**src/core/dlpc_regs.vh**
```
// register offsets, field positions, reset values and timing counts of the delay line phase controller
`ifndef DLPC_REGS_VH
`define DLPC_REGS_VH
`define DLPC_ADDR_PD_SETUP      8'h24
`define DLPC_ADDR_DUTY_SETUP    8'h25
`define DLPC_ADDR_LOOP_CTRL     8'h26
`define DLPC_ADDR_SEARCH_TGT    8'h27
`define DLPC_ADDR_DELAY_UPPER   8'h28
`define DLPC_ADDR_POLICY        8'h29
`define DLPC_ADDR_STATUS        8'h2a
`define DLPC_RST_PD_SETUP       8'h00
`define DLPC_RST_DUTY_SETUP     8'h00
`define DLPC_RST_LOOP_CTRL      8'h42
`define DLPC_RST_SEARCH_TGT     8'h00
`define DLPC_RST_DELAY_UPPER    8'h00
`define DLPC_RST_POLICY         8'h0b
`define DLPC_BIT_PD_ENABLE      4
`define DLPC_BIT_CMP_BOOST      5
`define DLPC_BIT_DUTY_ENABLE    7
`define DLPC_BIT_SLOPE          6
`define DLPC_BIT_READBACK       3
`define DLPC_BIT_ENABLE         0
`define DLPC_BIT_DELAY_LSB      7
`define DLPC_BIT_SEARCH_TOLERANCE     7
`define DLPC_BIT_RETRY          6
`define DLPC_BIT_RST_ON_FAIL    5
`define DLPC_BIT_LOST_LOCK      1
`define DLPC_BIT_LOCKED         0
`define DLPC_MODE_SRCH_TRACK    2'h0
`define DLPC_MODE_SRCH_ONLY     2'h1
`define DLPC_MODE_TRACK_ONLY    2'h2
`define DLPC_DIR_DOWN           2'h0
`define DLPC_DIR_UP             2'h1
`define DLPC_DIR_DOWN_UP        2'h2
`define DLPC_DELAY_MAX          9'h1b0
`define DLPC_SETTLE_CYCLES      8'h10
`endif

```
**src/core/dlpc_top.v**
```verilog
// delay line phase controller: register file, search and track engine, status flags
`timescale 1ns/1ps
`default_nettype none
`include "dlpc_regs.vh"
// ============================================================
// Functional notes
// RL1: software writes ones to phase detector enable and comparator boost; both reset zero
// RL2: software sets duty cycle enable bit seven; it resets zero
// RL3: slope bit six picks negative or positive slope; resets to one
// RL4: mode field selects search-and-track, search only, or track only
// RL5: readback bit three shows current delay value in delay registers
// RL6: gain field bits two to one sets tracking loop gain; resets 01
// RL7: enable bit zero turns controller on; disabled after reset
// RL8: nine-bit delay value: lsb at 0x27 bit 7, rest at 0x28
// RL9: when disabled the delay line follows the written delay value
// RL10: when enabled the written delay value is the search start
// RL11: readback gives written value if disabled, locked value if enabled
// RL12: search direction field picks down, up, or down then up
// RL13: five-bit target phase field sets the phase sought
// RL14: tolerance bit zero accepts within two codes, one requires exact
// RL15: failed search stops if retry is zero, searches again if one
// RL16: failed search continues or resets controller per reset-on-failure bit
// RL17: guard band at both line ends avoided unless no valid phase outside
// RL18: lost-lock flag at status bit one
// RL19: locked flag at status bit zero
// RL20: controller runs a delay-locked loop and tracks alignment
// RL21: interrupt output asserted when controller falls out of lock
// RL22: reaching target in search-and-track sets locked and starts tracking
// RL23: lost-lock flag sticky until controller disabled and re-enabled
module dlpc_top #(
    parameter DW = 9
) (
    input  wire          core_clk,
    input  wire          reset_n,
    input  wire          clkEn,
    input  wire          regWrEn,
    input  wire          regRdEn,
    input  wire [7:0]    regAddr,
    input  wire [7:0]    regWrData,
    output reg  [7:0]    regRdData,
    input  wire [4:0]    phaseIn,
    output reg  [DW-1:0] delayLine,
    output reg           lockIrq
);
    localparam ST_IDLE   = 3'h0;
    localparam ST_SEARCH = 3'h1;
    localparam ST_SETTLE = 3'h2;
    localparam ST_TRACK  = 3'h3;
    localparam ST_FAIL   = 3'h4;
    localparam ST_HOLD   = 3'h5;

    // ============================================================
    // configuration registers, engine state and decoded fields
    reg [7:0]    pdSetup_r;
    reg [7:0]    dutySetup_r;
    reg [7:0]    loopCtrl_r;
    reg [7:0]    searchTgt_r;
    reg [7:0]    delayUpper_r;
    reg [7:0]    policy_r;
    reg [4:0]    phaseSync1_r;
    reg [4:0]    phaseSync2_r;
    reg [2:0]    state_r;
    reg [DW-1:0] cur_r;
    reg [DW-1:0] lockedVal_r;
    reg          locked_r;
    reg          lostLock_r;
    reg          dirUp_r;
    reg          guardOff_r;
    reg          secondPass_r;
    reg [7:0]    settle_r;
    reg          enPrev_r;
    reg [2:0]    shAddr_r;
    wire [7:0]   shData;

    wire          wrHit      = clkEn & regWrEn;
    wire          ctrlEn     = loopCtrl_r[`DLPC_BIT_ENABLE];          // [RL7]
    wire [1:0]    mode       = loopCtrl_r[5:4];
    wire [1:0]    gain       = loopCtrl_r[2:1];
    wire          slopePos   = loopCtrl_r[`DLPC_BIT_SLOPE];
    wire          readback   = loopCtrl_r[`DLPC_BIT_READBACK];
    wire [1:0]    searchDir  = searchTgt_r[6:5];
    wire [4:0]    target     = searchTgt_r[4:0];                       // [RL13]
    wire [4:0]    guard      = policy_r[4:0];
    wire [DW-1:0] progDelay  = {delayUpper_r, searchTgt_r[`DLPC_BIT_DELAY_LSB]}; // [RL8]
    wire [4:0]    phase      = phaseSync2_r;

    // ============================================================
    // helpers
    function [4:0] absDiff;
        input [4:0] a;
        input [4:0] b;
        begin
            absDiff = (a > b) ? a - b : b - a;
        end
    endfunction

    function phaseOk;
        input [4:0] ph;
        input [4:0] tg;
        input       exact;
        begin
            phaseOk = exact ? (ph == tg) : (absDiff(ph, tg) <= 5'h2); // [RL14]
        end
    endfunction

    function [DW-1:0] lowBound;
        input [4:0] g;
        input       off;
        begin
            lowBound = off ? {DW{1'b0}} : {{(DW-5){1'b0}}, g};        // [RL17]
        end
    endfunction

    function [DW-1:0] highBound;
        input [4:0] g;
        input       off;
        begin
            highBound = off ? `DLPC_DELAY_MAX : `DLPC_DELAY_MAX - {{(DW-5){1'b0}}, g}; // [RL17]
        end
    endfunction

    wire          hit    = phaseOk(phase, target, policy_r[`DLPC_BIT_SEARCH_TOLERANCE]);
    wire [DW-1:0] loB    = lowBound(guard, guardOff_r);
    wire [DW-1:0] hiB    = highBound(guard, guardOff_r);
    // slope decides which way a too-small phase moves the delay
    wire          phLow  = (phase < target);
    wire          stepUp = phLow ~^ slopePos;                          // [RL3]
    wire [DW-1:0] trkStep = {{(DW-2){1'b0}}, gain} + {{(DW-1){1'b0}}, 1'b1}; // [RL6]

    // ============================================================
    // input synchroniser for phase detector result
    always @(posedge core_clk or negedge reset_n) begin
        if (!reset_n) begin
            phaseSync1_r <= 5'h00;
            phaseSync2_r <= 5'h00;
        end else if (clkEn) begin
            phaseSync1_r <= phaseIn;
            phaseSync2_r <= phaseSync1_r;
        end
    end

    // ============================================================
    // register writes
    always @(posedge core_clk or negedge reset_n) begin
        if (!reset_n) begin
            pdSetup_r    <= `DLPC_RST_PD_SETUP;
            dutySetup_r  <= `DLPC_RST_DUTY_SETUP;
            loopCtrl_r   <= `DLPC_RST_LOOP_CTRL;
            searchTgt_r  <= `DLPC_RST_SEARCH_TGT;
            delayUpper_r <= `DLPC_RST_DELAY_UPPER;
            policy_r     <= `DLPC_RST_POLICY;
        end else if (wrHit) begin
            case (regAddr)
                `DLPC_ADDR_PD_SETUP: begin
                    pdSetup_r <= regWrData & 8'h30;                    // [RL1]
                end
                `DLPC_ADDR_DUTY_SETUP: begin
                    dutySetup_r <= regWrData & 8'h80;                  // [RL2]
                end
                `DLPC_ADDR_LOOP_CTRL: begin
                    loopCtrl_r <= regWrData & 8'h7f;
                end
                `DLPC_ADDR_SEARCH_TGT: begin
                    searchTgt_r <= regWrData;
                end
                `DLPC_ADDR_DELAY_UPPER: begin
                    delayUpper_r <= regWrData;
                end
                `DLPC_ADDR_POLICY: begin
                    policy_r <= regWrData;
                end
                default: begin
                    pdSetup_r <= pdSetup_r;
                end
            endcase
        end
    end

    // ============================================================
    // shadow copy of bytes written at 0x20 to 0x27; shData feeds no readback
    always @(*) begin
        shAddr_r = regAddr[2:0];
    end

    dlpc_shadow_mem #(
        .AW (3),
        .DW (8)
    ) uShadow (
        .core_clk (core_clk),
        .reset_n  (reset_n),
        .clkEn    (clkEn),
        .wrEn     (regWrEn & (regAddr[7:3] == 5'h04)),
        .wrAddr   (regAddr[2:0]),
        .wrData   (regWrData),
        .rdAddr   (shAddr_r),
        .rdData   (shData)
    );

    // ============================================================
    // search and track engine
    always @(posedge core_clk or negedge reset_n) begin
        if (!reset_n) begin
            state_r      <= ST_IDLE;
            cur_r        <= {DW{1'b0}};
            lockedVal_r  <= {DW{1'b0}};
            locked_r     <= 1'b0;
            lostLock_r   <= 1'b0;
            dirUp_r      <= 1'b0;
            guardOff_r   <= 1'b0;
            secondPass_r <= 1'b0;
            settle_r     <= 8'h00;
            enPrev_r     <= 1'b0;
        end else if (clkEn) begin
            enPrev_r <= ctrlEn;
            if (!ctrlEn) begin
                state_r  <= ST_IDLE;
                cur_r    <= progDelay;                                 // [RL9]
                locked_r <= 1'b0;
            end else begin
                if (!enPrev_r) begin
                    lostLock_r <= 1'b0;                                // [RL23]
                end
                case (state_r)
                    ST_IDLE: begin
                        cur_r        <= progDelay;                     // [RL10]
                        dirUp_r      <= (searchDir == `DLPC_DIR_UP);   // [RL12]
                        secondPass_r <= 1'b0;
                        guardOff_r   <= 1'b0;
                        settle_r     <= `DLPC_SETTLE_CYCLES;
                        if (mode == `DLPC_MODE_TRACK_ONLY) begin
                            state_r <= ST_TRACK;                       // [RL4]
                        end else begin
                            state_r <= ST_SETTLE;                      // [RL4]
                        end
                    end
                    ST_SETTLE: begin
                        if (settle_r == 8'h00) begin
                            state_r <= ST_SEARCH;
                        end else begin
                            settle_r <= settle_r - 8'h01;
                        end
                    end
                    ST_SEARCH: begin
                        if (hit && cur_r >= loB && cur_r <= hiB) begin
                            locked_r    <= 1'b1;                       // [RL22]
                            lockedVal_r <= cur_r;
                            state_r     <= (mode == `DLPC_MODE_SRCH_ONLY) ? ST_HOLD : ST_TRACK; // [RL22]
                        end else if (dirUp_r && cur_r < hiB) begin
                            cur_r <= cur_r + {{(DW-1){1'b0}}, 1'b1};
                        end else if (!dirUp_r && cur_r > loB) begin
                            cur_r <= cur_r - {{(DW-1){1'b0}}, 1'b1};
                        end else if (searchDir == `DLPC_DIR_DOWN_UP && !secondPass_r) begin
                            secondPass_r <= 1'b1;                      // [RL12]
                            dirUp_r      <= 1'b1;
                            cur_r        <= progDelay;
                        end else if (!guardOff_r && guard != 5'h00) begin
                            guardOff_r   <= 1'b1;                      // [RL17]
                            secondPass_r <= 1'b0;
                            dirUp_r      <= (searchDir == `DLPC_DIR_UP);
                            cur_r        <= progDelay;
                        end else begin
                            state_r <= ST_FAIL;
                        end
                    end
                    // without retry or reset the engine parks on its last code
                    ST_FAIL: begin
                        if (policy_r[`DLPC_BIT_RST_ON_FAIL]) begin
                            state_r <= ST_IDLE;                        // [RL16]
                            cur_r   <= progDelay;
                        end else if (policy_r[`DLPC_BIT_RETRY]) begin
                            state_r <= ST_IDLE;                        // [RL15]
                        end else begin
                            state_r <= ST_FAIL;                        // [RL15] [RL16]
                        end
                    end
                    ST_TRACK: begin
                        if (hit) begin
                            locked_r    <= 1'b1;                       // [RL20]
                            lockedVal_r <= cur_r;
                        end else begin
                            if (locked_r) begin
                                lostLock_r <= 1'b1;                    // [RL18]
                            end
                            locked_r <= 1'b0;
                            if (stepUp && cur_r + trkStep <= `DLPC_DELAY_MAX) begin
                                cur_r <= cur_r + trkStep;              // [RL20]
                            end else if (!stepUp && cur_r >= trkStep) begin
                                cur_r <= cur_r - trkStep;
                            end
                        end
                    end
                    ST_HOLD: begin
                        state_r <= ST_HOLD;
                    end
                    default: begin
                        state_r <= ST_IDLE;
                    end
                endcase
            end
        end
    end

    // ============================================================
    // outputs and readback
    always @(posedge core_clk or negedge reset_n) begin
        if (!reset_n) begin
            delayLine <= {DW{1'b0}};
            lockIrq   <= 1'b0;
            regRdData <= 8'h00;
        end else if (clkEn) begin
            // outputs are registered copies of engine state
            delayLine <= cur_r;
            lockIrq   <= lostLock_r;                                   // [RL21]
            if (regRdEn) begin
                case (regAddr)
                    `DLPC_ADDR_PD_SETUP:   regRdData <= pdSetup_r;
                    `DLPC_ADDR_DUTY_SETUP: regRdData <= dutySetup_r;
                    `DLPC_ADDR_LOOP_CTRL:  regRdData <= loopCtrl_r;
                    `DLPC_ADDR_SEARCH_TGT: begin
                        if (readback) begin
                            regRdData <= {(ctrlEn ? lockedVal_r[0] : progDelay[0]), searchTgt_r[6:0]}; // [RL5] [RL11]
                        end else begin
                            regRdData <= searchTgt_r;
                        end
                    end
                    `DLPC_ADDR_DELAY_UPPER: begin
                        if (readback) begin
                            regRdData <= ctrlEn ? lockedVal_r[8:1] : progDelay[8:1]; // [RL5] [RL11]
                        end else begin
                            regRdData <= delayUpper_r;
                        end
                    end
                    `DLPC_ADDR_POLICY:     regRdData <= policy_r;
                    `DLPC_ADDR_STATUS:     regRdData <= {6'h00, lostLock_r, locked_r}; // [RL18] [RL19]
                    default:               regRdData <= 8'h00;
                endcase
            end
        end
    end
endmodule
`default_nettype wire

```
**src/core/dlpc_shadow_mem.v**
```verilog
// small register-output memory holding the bytes written at 0x20 to 0x27
`timescale 1ns/1ps
`default_nettype none
module dlpc_shadow_mem #(
    parameter AW = 3,
    parameter DW = 8
) (
    input  wire          core_clk,
    input  wire          reset_n,
    input  wire          clkEn,
    input  wire          wrEn,
    input  wire [AW-1:0] wrAddr,
    input  wire [DW-1:0] wrData,
    input  wire [AW-1:0] rdAddr,
    output reg  [DW-1:0] rdData
);
    reg [DW-1:0] mem [0:(1<<AW)-1];
    always @(posedge core_clk) begin
        if (clkEn && wrEn) begin
            mem[wrAddr] <= wrData;
        end
    end
    always @(posedge core_clk or negedge reset_n) begin
        if (!reset_n) begin
            rdData <= {DW{1'b0}};
        end else if (clkEn) begin
            rdData <= mem[rdAddr];
        end
    end
endmodule
`default_nettype wire

```
**config.mk**
```make
export PLATFORM = sky130hd
export DESIGN_NAME = dlpc_top
export DESIGN_NICKNAME = d
export VERILOG_FILES = /design/src/core/dlpc_top.v /design/src/core/dlpc_shadow_mem.v
export VERILOG_INCLUDE_DIRS = /design/src /design/src/core
export SDC_FILE = /design/constraint.sdc
export NUM_CORES = 1
export LEC_CHECK = 0
export ABC_AREA = 1
export BUFFER_PORTS_ARGS = -buffer_cell sky130_fd_sc_hd__buf_2
export CORE_MARGIN = 4
export CORE_UTILIZATION = 37
export DETAILED_ROUTE_END_ITERATION = 6
export MAX_ROUTING_LAYER = met4
export PLACE_DENSITY = 0.64
export SYNTH_ARGS = -nofsm -noshare
export SYNTH_HDL_FRONTEND = slang
export SYNTH_SLANG_ARGS = --single-unit
```
**constraint.sdc**
```tcl
create_clock -name core_clk -period 3.88 [get_ports core_clk]
set_input_delay 1.164 -clock core_clk [delete_from_list [all_inputs] [get_ports core_clk]]
set_output_delay 1.164 -clock core_clk [all_outputs]
set_load 0.01 [all_outputs]
```
# After elaboration in Yosys (flattened, before gate mapping)
# Index checks and enable logic that the tools add are counted.
[totals]
reg_bits = 97
output_inout_bits = 18
elab_cells = 177
[classes]
order_cmp = 9
addsub = 9
mux = 63
n_reduce_logical = 33
bitwise = 2
eq_ne = 40
[ops]
columns = ["cell", "n"]
rows = [
  ["9-bit two-way mux", 13],
  ["8-bit by 6-bit == test with 1-bit output, second input constant", 7],
  ["8-bit case mux with 7 select lines", 1],
  ["9-bit case mux with 4 select lines", 1],
  ["8-bit two-way mux", 4],
  ["3-bit two-way mux", 10],
  ["1-bit two-way mux", 25],
  ["7-bit AND reduction", 3],
  ["4-bit != test, second input constant", 5],
  ["2-bit != test, second input constant", 9],
  ["3-bit != test, second input constant", 6],
  ["3-bit case mux with 6 select lines", 1],
  ["9-bit case mux with 2 select lines", 1],
  ["8-bit case mux with 2 select lines", 1],
  ["2-bit AND reduction", 8],
  ["5-bit two-way mux", 2],
  ["5-bit subtractor", 2],
  ["9-bit by 1-bit adder with 9-bit output, second input constant", 1],
  ["9-bit by 3-bit adder with 9-bit output", 1],
  ["9-bit by 3-bit greater-or-equal comparator with 1-bit output", 1],
  ["9-bit by 5-bit greater-or-equal comparator with 1-bit output", 1],
  ["9-bit by 5-bit > comparator with 1-bit output", 1],
  ["9-bit less-or-equal comparator", 1],
  ["9-bit less-or-equal comparator, second input constant", 1],
  ["other kinds (31)", 50],
]

# Depth between registers and ports, before layout
[logic_depth]
depth_word = 9
depth_mapped = 23

# Worst setup path before layout
# OpenSTA, ideal clock, no wires.
[synth_path]
kind = "reg2reg"
from = "reg policy_r[0]"
to = "reg lockedVal_r[2]"
setup_slack_ns = 1.126
arrival_time_ns = 2.681
path_stages_with_launch = 21
setup_time_ns = 0.073
required_time_ns = 3.807
cell_sequence = "dfstp_2 inv_1 ha_1 nand2_1 nor2_1 ha_1 inv_1 nor2_1 ha_1 nand2_1 inv_1 nand2_1 nand2_1 nand2_1 nand3_1 a21oi_1 nand3_1 nand2_2 nand4_4 buf_4 a21oi_2"
[synth_via]
elab_chain_len = 6
elab_cells_between_ends = 9
[synth_rtl]
columns = ["element", "line_no", "rtl"]
rows = [
  ["start, declared", "dlpc_top.v:59", "reg [7:0] policy_r;"],
  ["start signal, assigned", "dlpc_top.v:151", "policy_r <= `DLPC_RST_POLICY;"],
  ["start signal, assigned", "dlpc_top.v:170", "policy_r <= regWrData;"],
  ["8-bit by 6-bit subtractor with 9-bit output (no line) / 5-bit two-way mux (equally long branches)", "-", ""],
  ["9-bit two-way mux / 9-bit by 5-bit greater-or-equal comparator with 1-bit output (equally long branches)", "dlpc_top.v:118, dlpc_top.v:244", ""],
  ["9-bit less-or-equal comparator / 1-bit logical AND (equally long branches)", "dlpc_top.v:244", "if (hit && cur_r >= loB && cur_r <= hiB) begin"],
  ["1-bit logical AND *", "dlpc_top.v:244", ""],
  ["2-bit != test (no line) *", "-", ""],
  ["5-bit AND reduction (no line) *", "-", ""],
  ["end signal, assigned", "dlpc_top.v:205", "lockedVal_r <= {DW{1'b0}};"],
  ["end signal, assigned", "dlpc_top.v:246", "lockedVal_r <= cur_r;"],
  ["end signal, assigned", "dlpc_top.v:279", "lockedVal_r <= cur_r;"],
  ["end, declared", "dlpc_top.v:64", "reg [DW-1:0] lockedVal_r;"],
]
# Mark *: on every way between the ends. The rest lies on a longest branch, timed or not.
# A chain may end at the register's enable or synchronous reset.

# Worst setup path after layout
[layout_path]
from = "reg policy_r[0]"
to = "reg cur_r[5]"
[layout_via]
elab_chain_len = 8
elab_cells_between_ends = 21
[layout_rtl]
columns = ["element", "line_no", "rtl"]
rows = [
  ["8-bit by 6-bit subtractor with 9-bit output (no line) / 5-bit two-way mux (equally long branches)", "-", ""],
  ["9-bit two-way mux / 9-bit by 5-bit > comparator with 1-bit output (equally long branches)", "dlpc_top.v:118, dlpc_top.v:250", ""],
  ["9-bit < comparator / 1-bit logical AND (equally long branches)", "dlpc_top.v:248, dlpc_top.v:250", ""],
  ["1-bit logical AND / 9-bit two-way mux (equally long branches)", "dlpc_top.v:248, dlpc_top.v:250", ""],
  ["9-bit two-way mux", "dlpc_top.v:248", "end else if (dirUp_r && cur_r < hiB) begin"],
  ["9-bit two-way mux", "dlpc_top.v:244", ""],
  ["9-bit case mux with 4 select lines", "dlpc_top.v:223", "case (state_r)"],
  ["9-bit two-way mux", "dlpc_top.v:215", "if (!ctrlEn) begin"],
  ["end signal, assigned", "dlpc_top.v:217", "cur_r <= progDelay;"],
  ["end signal, assigned", "dlpc_top.v:225", "cur_r <= progDelay;"],
  ["end signal, assigned", "dlpc_top.v:249", "cur_r <= cur_r + {{(DW-1){1'b0}}, 1'b1};"],
  ["end, declared", "dlpc_top.v:63", "reg [DW-1:0] cur_r;"],
]
# Several ways; a longest one is shown, not always the timed one. The select of a mux whose other input is x is not followed.

==> impl_metrics.tcl <==
set metrics [dict create \
    fmax_mhz 310 \
    clockBufferDepth 2 \
    ctsResizeCount 0 \
    grt_max_degree 82 \
    fillers 1781 \
    period_needed_ns 3.23 \
    synth_fp_nets 962 \
    cts.sink_count 97 \
    diodes 0 \
    peakVddDrop_v 0.000212 \
    slew_violations 0 \
    antenna_found_initial 0 \
    ant_nets 0 \
    drive_above_1_share_pct 12.8 \
    fp-row-count 48 \
    tritoncts "built" \
    cp_data_arrival_time_ns 3.52 \
    hp-class "flip-flop to flip-flop" \
    leakage_nw 3.61 \
    synthTopCellsByArea "dfrtp_1 (35%), nand2_1 (15%), ha_1 (6.1%), inv_1 (6.0%), nand3_1 (5.7%)" \
    finalSetupViolCount 0 \
    hold_violations 0 \
    wirelength_mm 18.2 \
    design.core.area_mm2 0.0173 \
    cp-end-kind "flip-flop" \
    synth.yosys.seq_area_share_pct 37.1 \
    fin_skew_ns 0.0110 \
    worst-setup-path-type "flip-flop to flip-flop" \
    syn_area_mm2 0.00655 \
    synth_area_leader_cell "dfrtp_1" \
    path_clk_slew_ns 0.08 \
    nNetsFinal 1000 \
    ys_warn_count 0 \
    start_util_pct 37.9 \
    clock_latency_ns 0.36 \
    powerDensity_mw_per_mm2 352 \
    post-cts-setup-buffer-count 0 \
    die_area_mm2 0.0199 \
    area_growth_pct 11.4 \
    tns_ns 0 \
    critPathMaxFanout 11 \
    port_buffers 43 \
    ff2ff_path_depth 24 \
    route.detailed.drc 0 \
    ys.flop_type "dfrtp_1" \
    synthCells 900 \
    yosys.area.top_type_share_pct 35.1 \
    vias 5938 \
    hold_depth 2 \
    finalCritPeriodShare_pct 83.1 \
    dp_hpwl_mm 13.9 \
    drv_cap 0 \
    track_usage_pct 19.8 \
    yosysMostFrequentCell "nand2_1" \
    synth_cell_types 49 \
    grt-ovfl-total 0 \
    chipHeight_um 141 \
    worst_pin_slew_ns 1.05 \
    cts_root_buf "clkbuf_16" \
    synth_common_cells "nand2_1 (260), inv_1 (104), dfrtp_1 (92)" \
    grt_pass1_vias 5635 \
    dp.cells 1152 \
    htreeDepth 3 \
    synth_edf_count 0 \
    avgSynthCellArea_um2 7.28 \
    rsz0062_at_grt "no" \
    status "complete, no violations" \
    start_kind "flip-flop" \
    crit_required_ns 4.17 \
    postCtsHoldBufs 0 \
    wire_per_inst_um 15.6 \
    max_slew_margin_pct 29.8 \
    grt_pass1_wl_mm 30.3 \
    place_congestion 0.944 \
    ys_ff_latch 97 \
    die_x_um 141 \
    numCtsBuffers 9 \
    ios 44 \
    first_pass_iters 5 \
    async_flop_share_pct 100 \
    drt_iter0_drc 565 \
    via_per_inst 5.08 \
    layoutNonFillerInstCount 1168 \
]
critical path, stage by stage, from the launching register on:
cell and delay, ns:
dfstp_2 0.56, inv_1 0.06, ha_1 0.21, nand2_1 0.07
nor2_1 0.04, ha_1 0.27, inv_1 0.05, nor2_1 0.03
ha_1 0.31, nand2_1 0.09, inv_1 0.04, nand2_1 0.05
nand2_1 0.05, nand2_1 0.07, nand4_1 0.08, buf_4 0.19
nand2_1 0.13, inv_1 0.06, nand3_1 0.09, nand2_1 0.06
nand2_1 0.09, nand2_1 0.07, nor2_2 0.28, nand3_1 0.13
nand2_1 0.08
final cells by class:
cell class | instances | area (um^2) | area share (%)
inverters | 111 | 417 | 5.71
repair buffers | 52 | 285 | 3.91
well taps | 225 | 282 | 3.86
flip-flops and latches | 97 | 2430 | 33.3
multi-input cells | 667 | 3570 | 48.9
clock buffers | 9 | 225 | 3.08
clock inverters | 7 | 91.3 | 1.25
worst paths after layout:
| check | start | endpoint | slack (ns) |
|---|---|---|---|
| min reg2reg | enPrev_r$_DFFE_PN0P_ | enPrev_r$_DFFE_PN0P_ | 0.48 |
| max reg2reg | policy_r[0]$_DFFE_PN1P_ | cur_r[5]$_DFFE_PN0P_ | 0.65 |
| min | enPrev_r$_DFFE_PN0P_ | enPrev_r$_DFFE_PN0P_ | 0.48 |
| max | policy_r[0]$_DFFE_PN1P_ | cur_r[5]$_DFFE_PN0P_ | 0.65 |
| min in group asynchronous | reset_n | settle_r[6]$_DFFE_PN0P_ | 0.99 |
| max in group asynchronous | reset_n | searchTgt_r[3]$_DFFE_PN0P_ | 2.11 |
where the power goes:
| group | switching, W | internal [W] |
|---|---|---|
| Combinational | 0.000322 | 0.000167 |
| Sequential | 0.0000470 | 0.00106 |
| Clock | 0.000452 | 0.000514 |
| Total | 0.000822 | 0.00175 |
sequential cells by signal (all words and copies together) (netlist names), 2 cells and up:
register / cells
phase: 5
phaseSync1_r: 5
lockedVal_r: 9
delayUpper_r: 8
state_r: 3
cur_r: 9
regRdData: 8
searchTgt_r: 8
settle_r: 8
delayLine: 9
loopCtrl_r: 7
pdSetup_r: 2
policy_r: 8
stage by stage:
stage	instance area (um^2)	utilization, %	power (W)	setup WS, ns	hold WS (ns)
final	7300	42.2	0.00257	0.655	0.476
after global routing	7300	42.2	0.00272	0.244	0.501
after CTS	7300	42.2	0.00259	0.675	0.478
after detailed placement	6990	40.4	0.00162	0.704	0.459
after global placement	6990	40.4	0.00161	0.796	0.455
after floorplan	6550	-	0.00147	1.13	0.437
cells in the final DEF (no fill, tap or decap), types with 6 or more instances in the layout:
cell and n:
nand2_1 260, ha_1 32, nand2_2 7, clkbuf_16 9, a21oi_1 27, a31oi_1 6, o211ai_1 6, nor3_1 7
nand4_1 12, inv_1 104, or2_2 12, dfrtp_1 92, buf_2 42, xor2_1 18, o21ai_1 7, nor2_1 71
nand3_1 74, o21ai_0 73, buf_4 10
routing by layer:
metal  GRT usage (%)  part of all wire, %
met5               -                    0
met2            30.7                   46
met3            3.12                  4.7
met4            7.45                  3.3
met1            26.2                   46
cells by family (layout without fill, tap and decap cells):
| family | after synthesis | after routing | share of synthesized area (%) |
|---|---|---|---|
| AO/OA/AOI/OAI | 145 | 145 | 12.7 |
| multiplexers | 3 | 3 | 0.516 |
| buffers and inverters | 136 | 179 | 8.40 |
| adder cells (fa/ha/maj) | 36 | 36 | 7.33 |
| AND/OR/NAND/NOR | 461 | 461 | 30.7 |
| flip-flops | 97 | 97 | 37.1 |
| XOR/XNOR | 22 | 22 | 3.23 |
No activity file was read; power rests on OpenSTA's default activity.
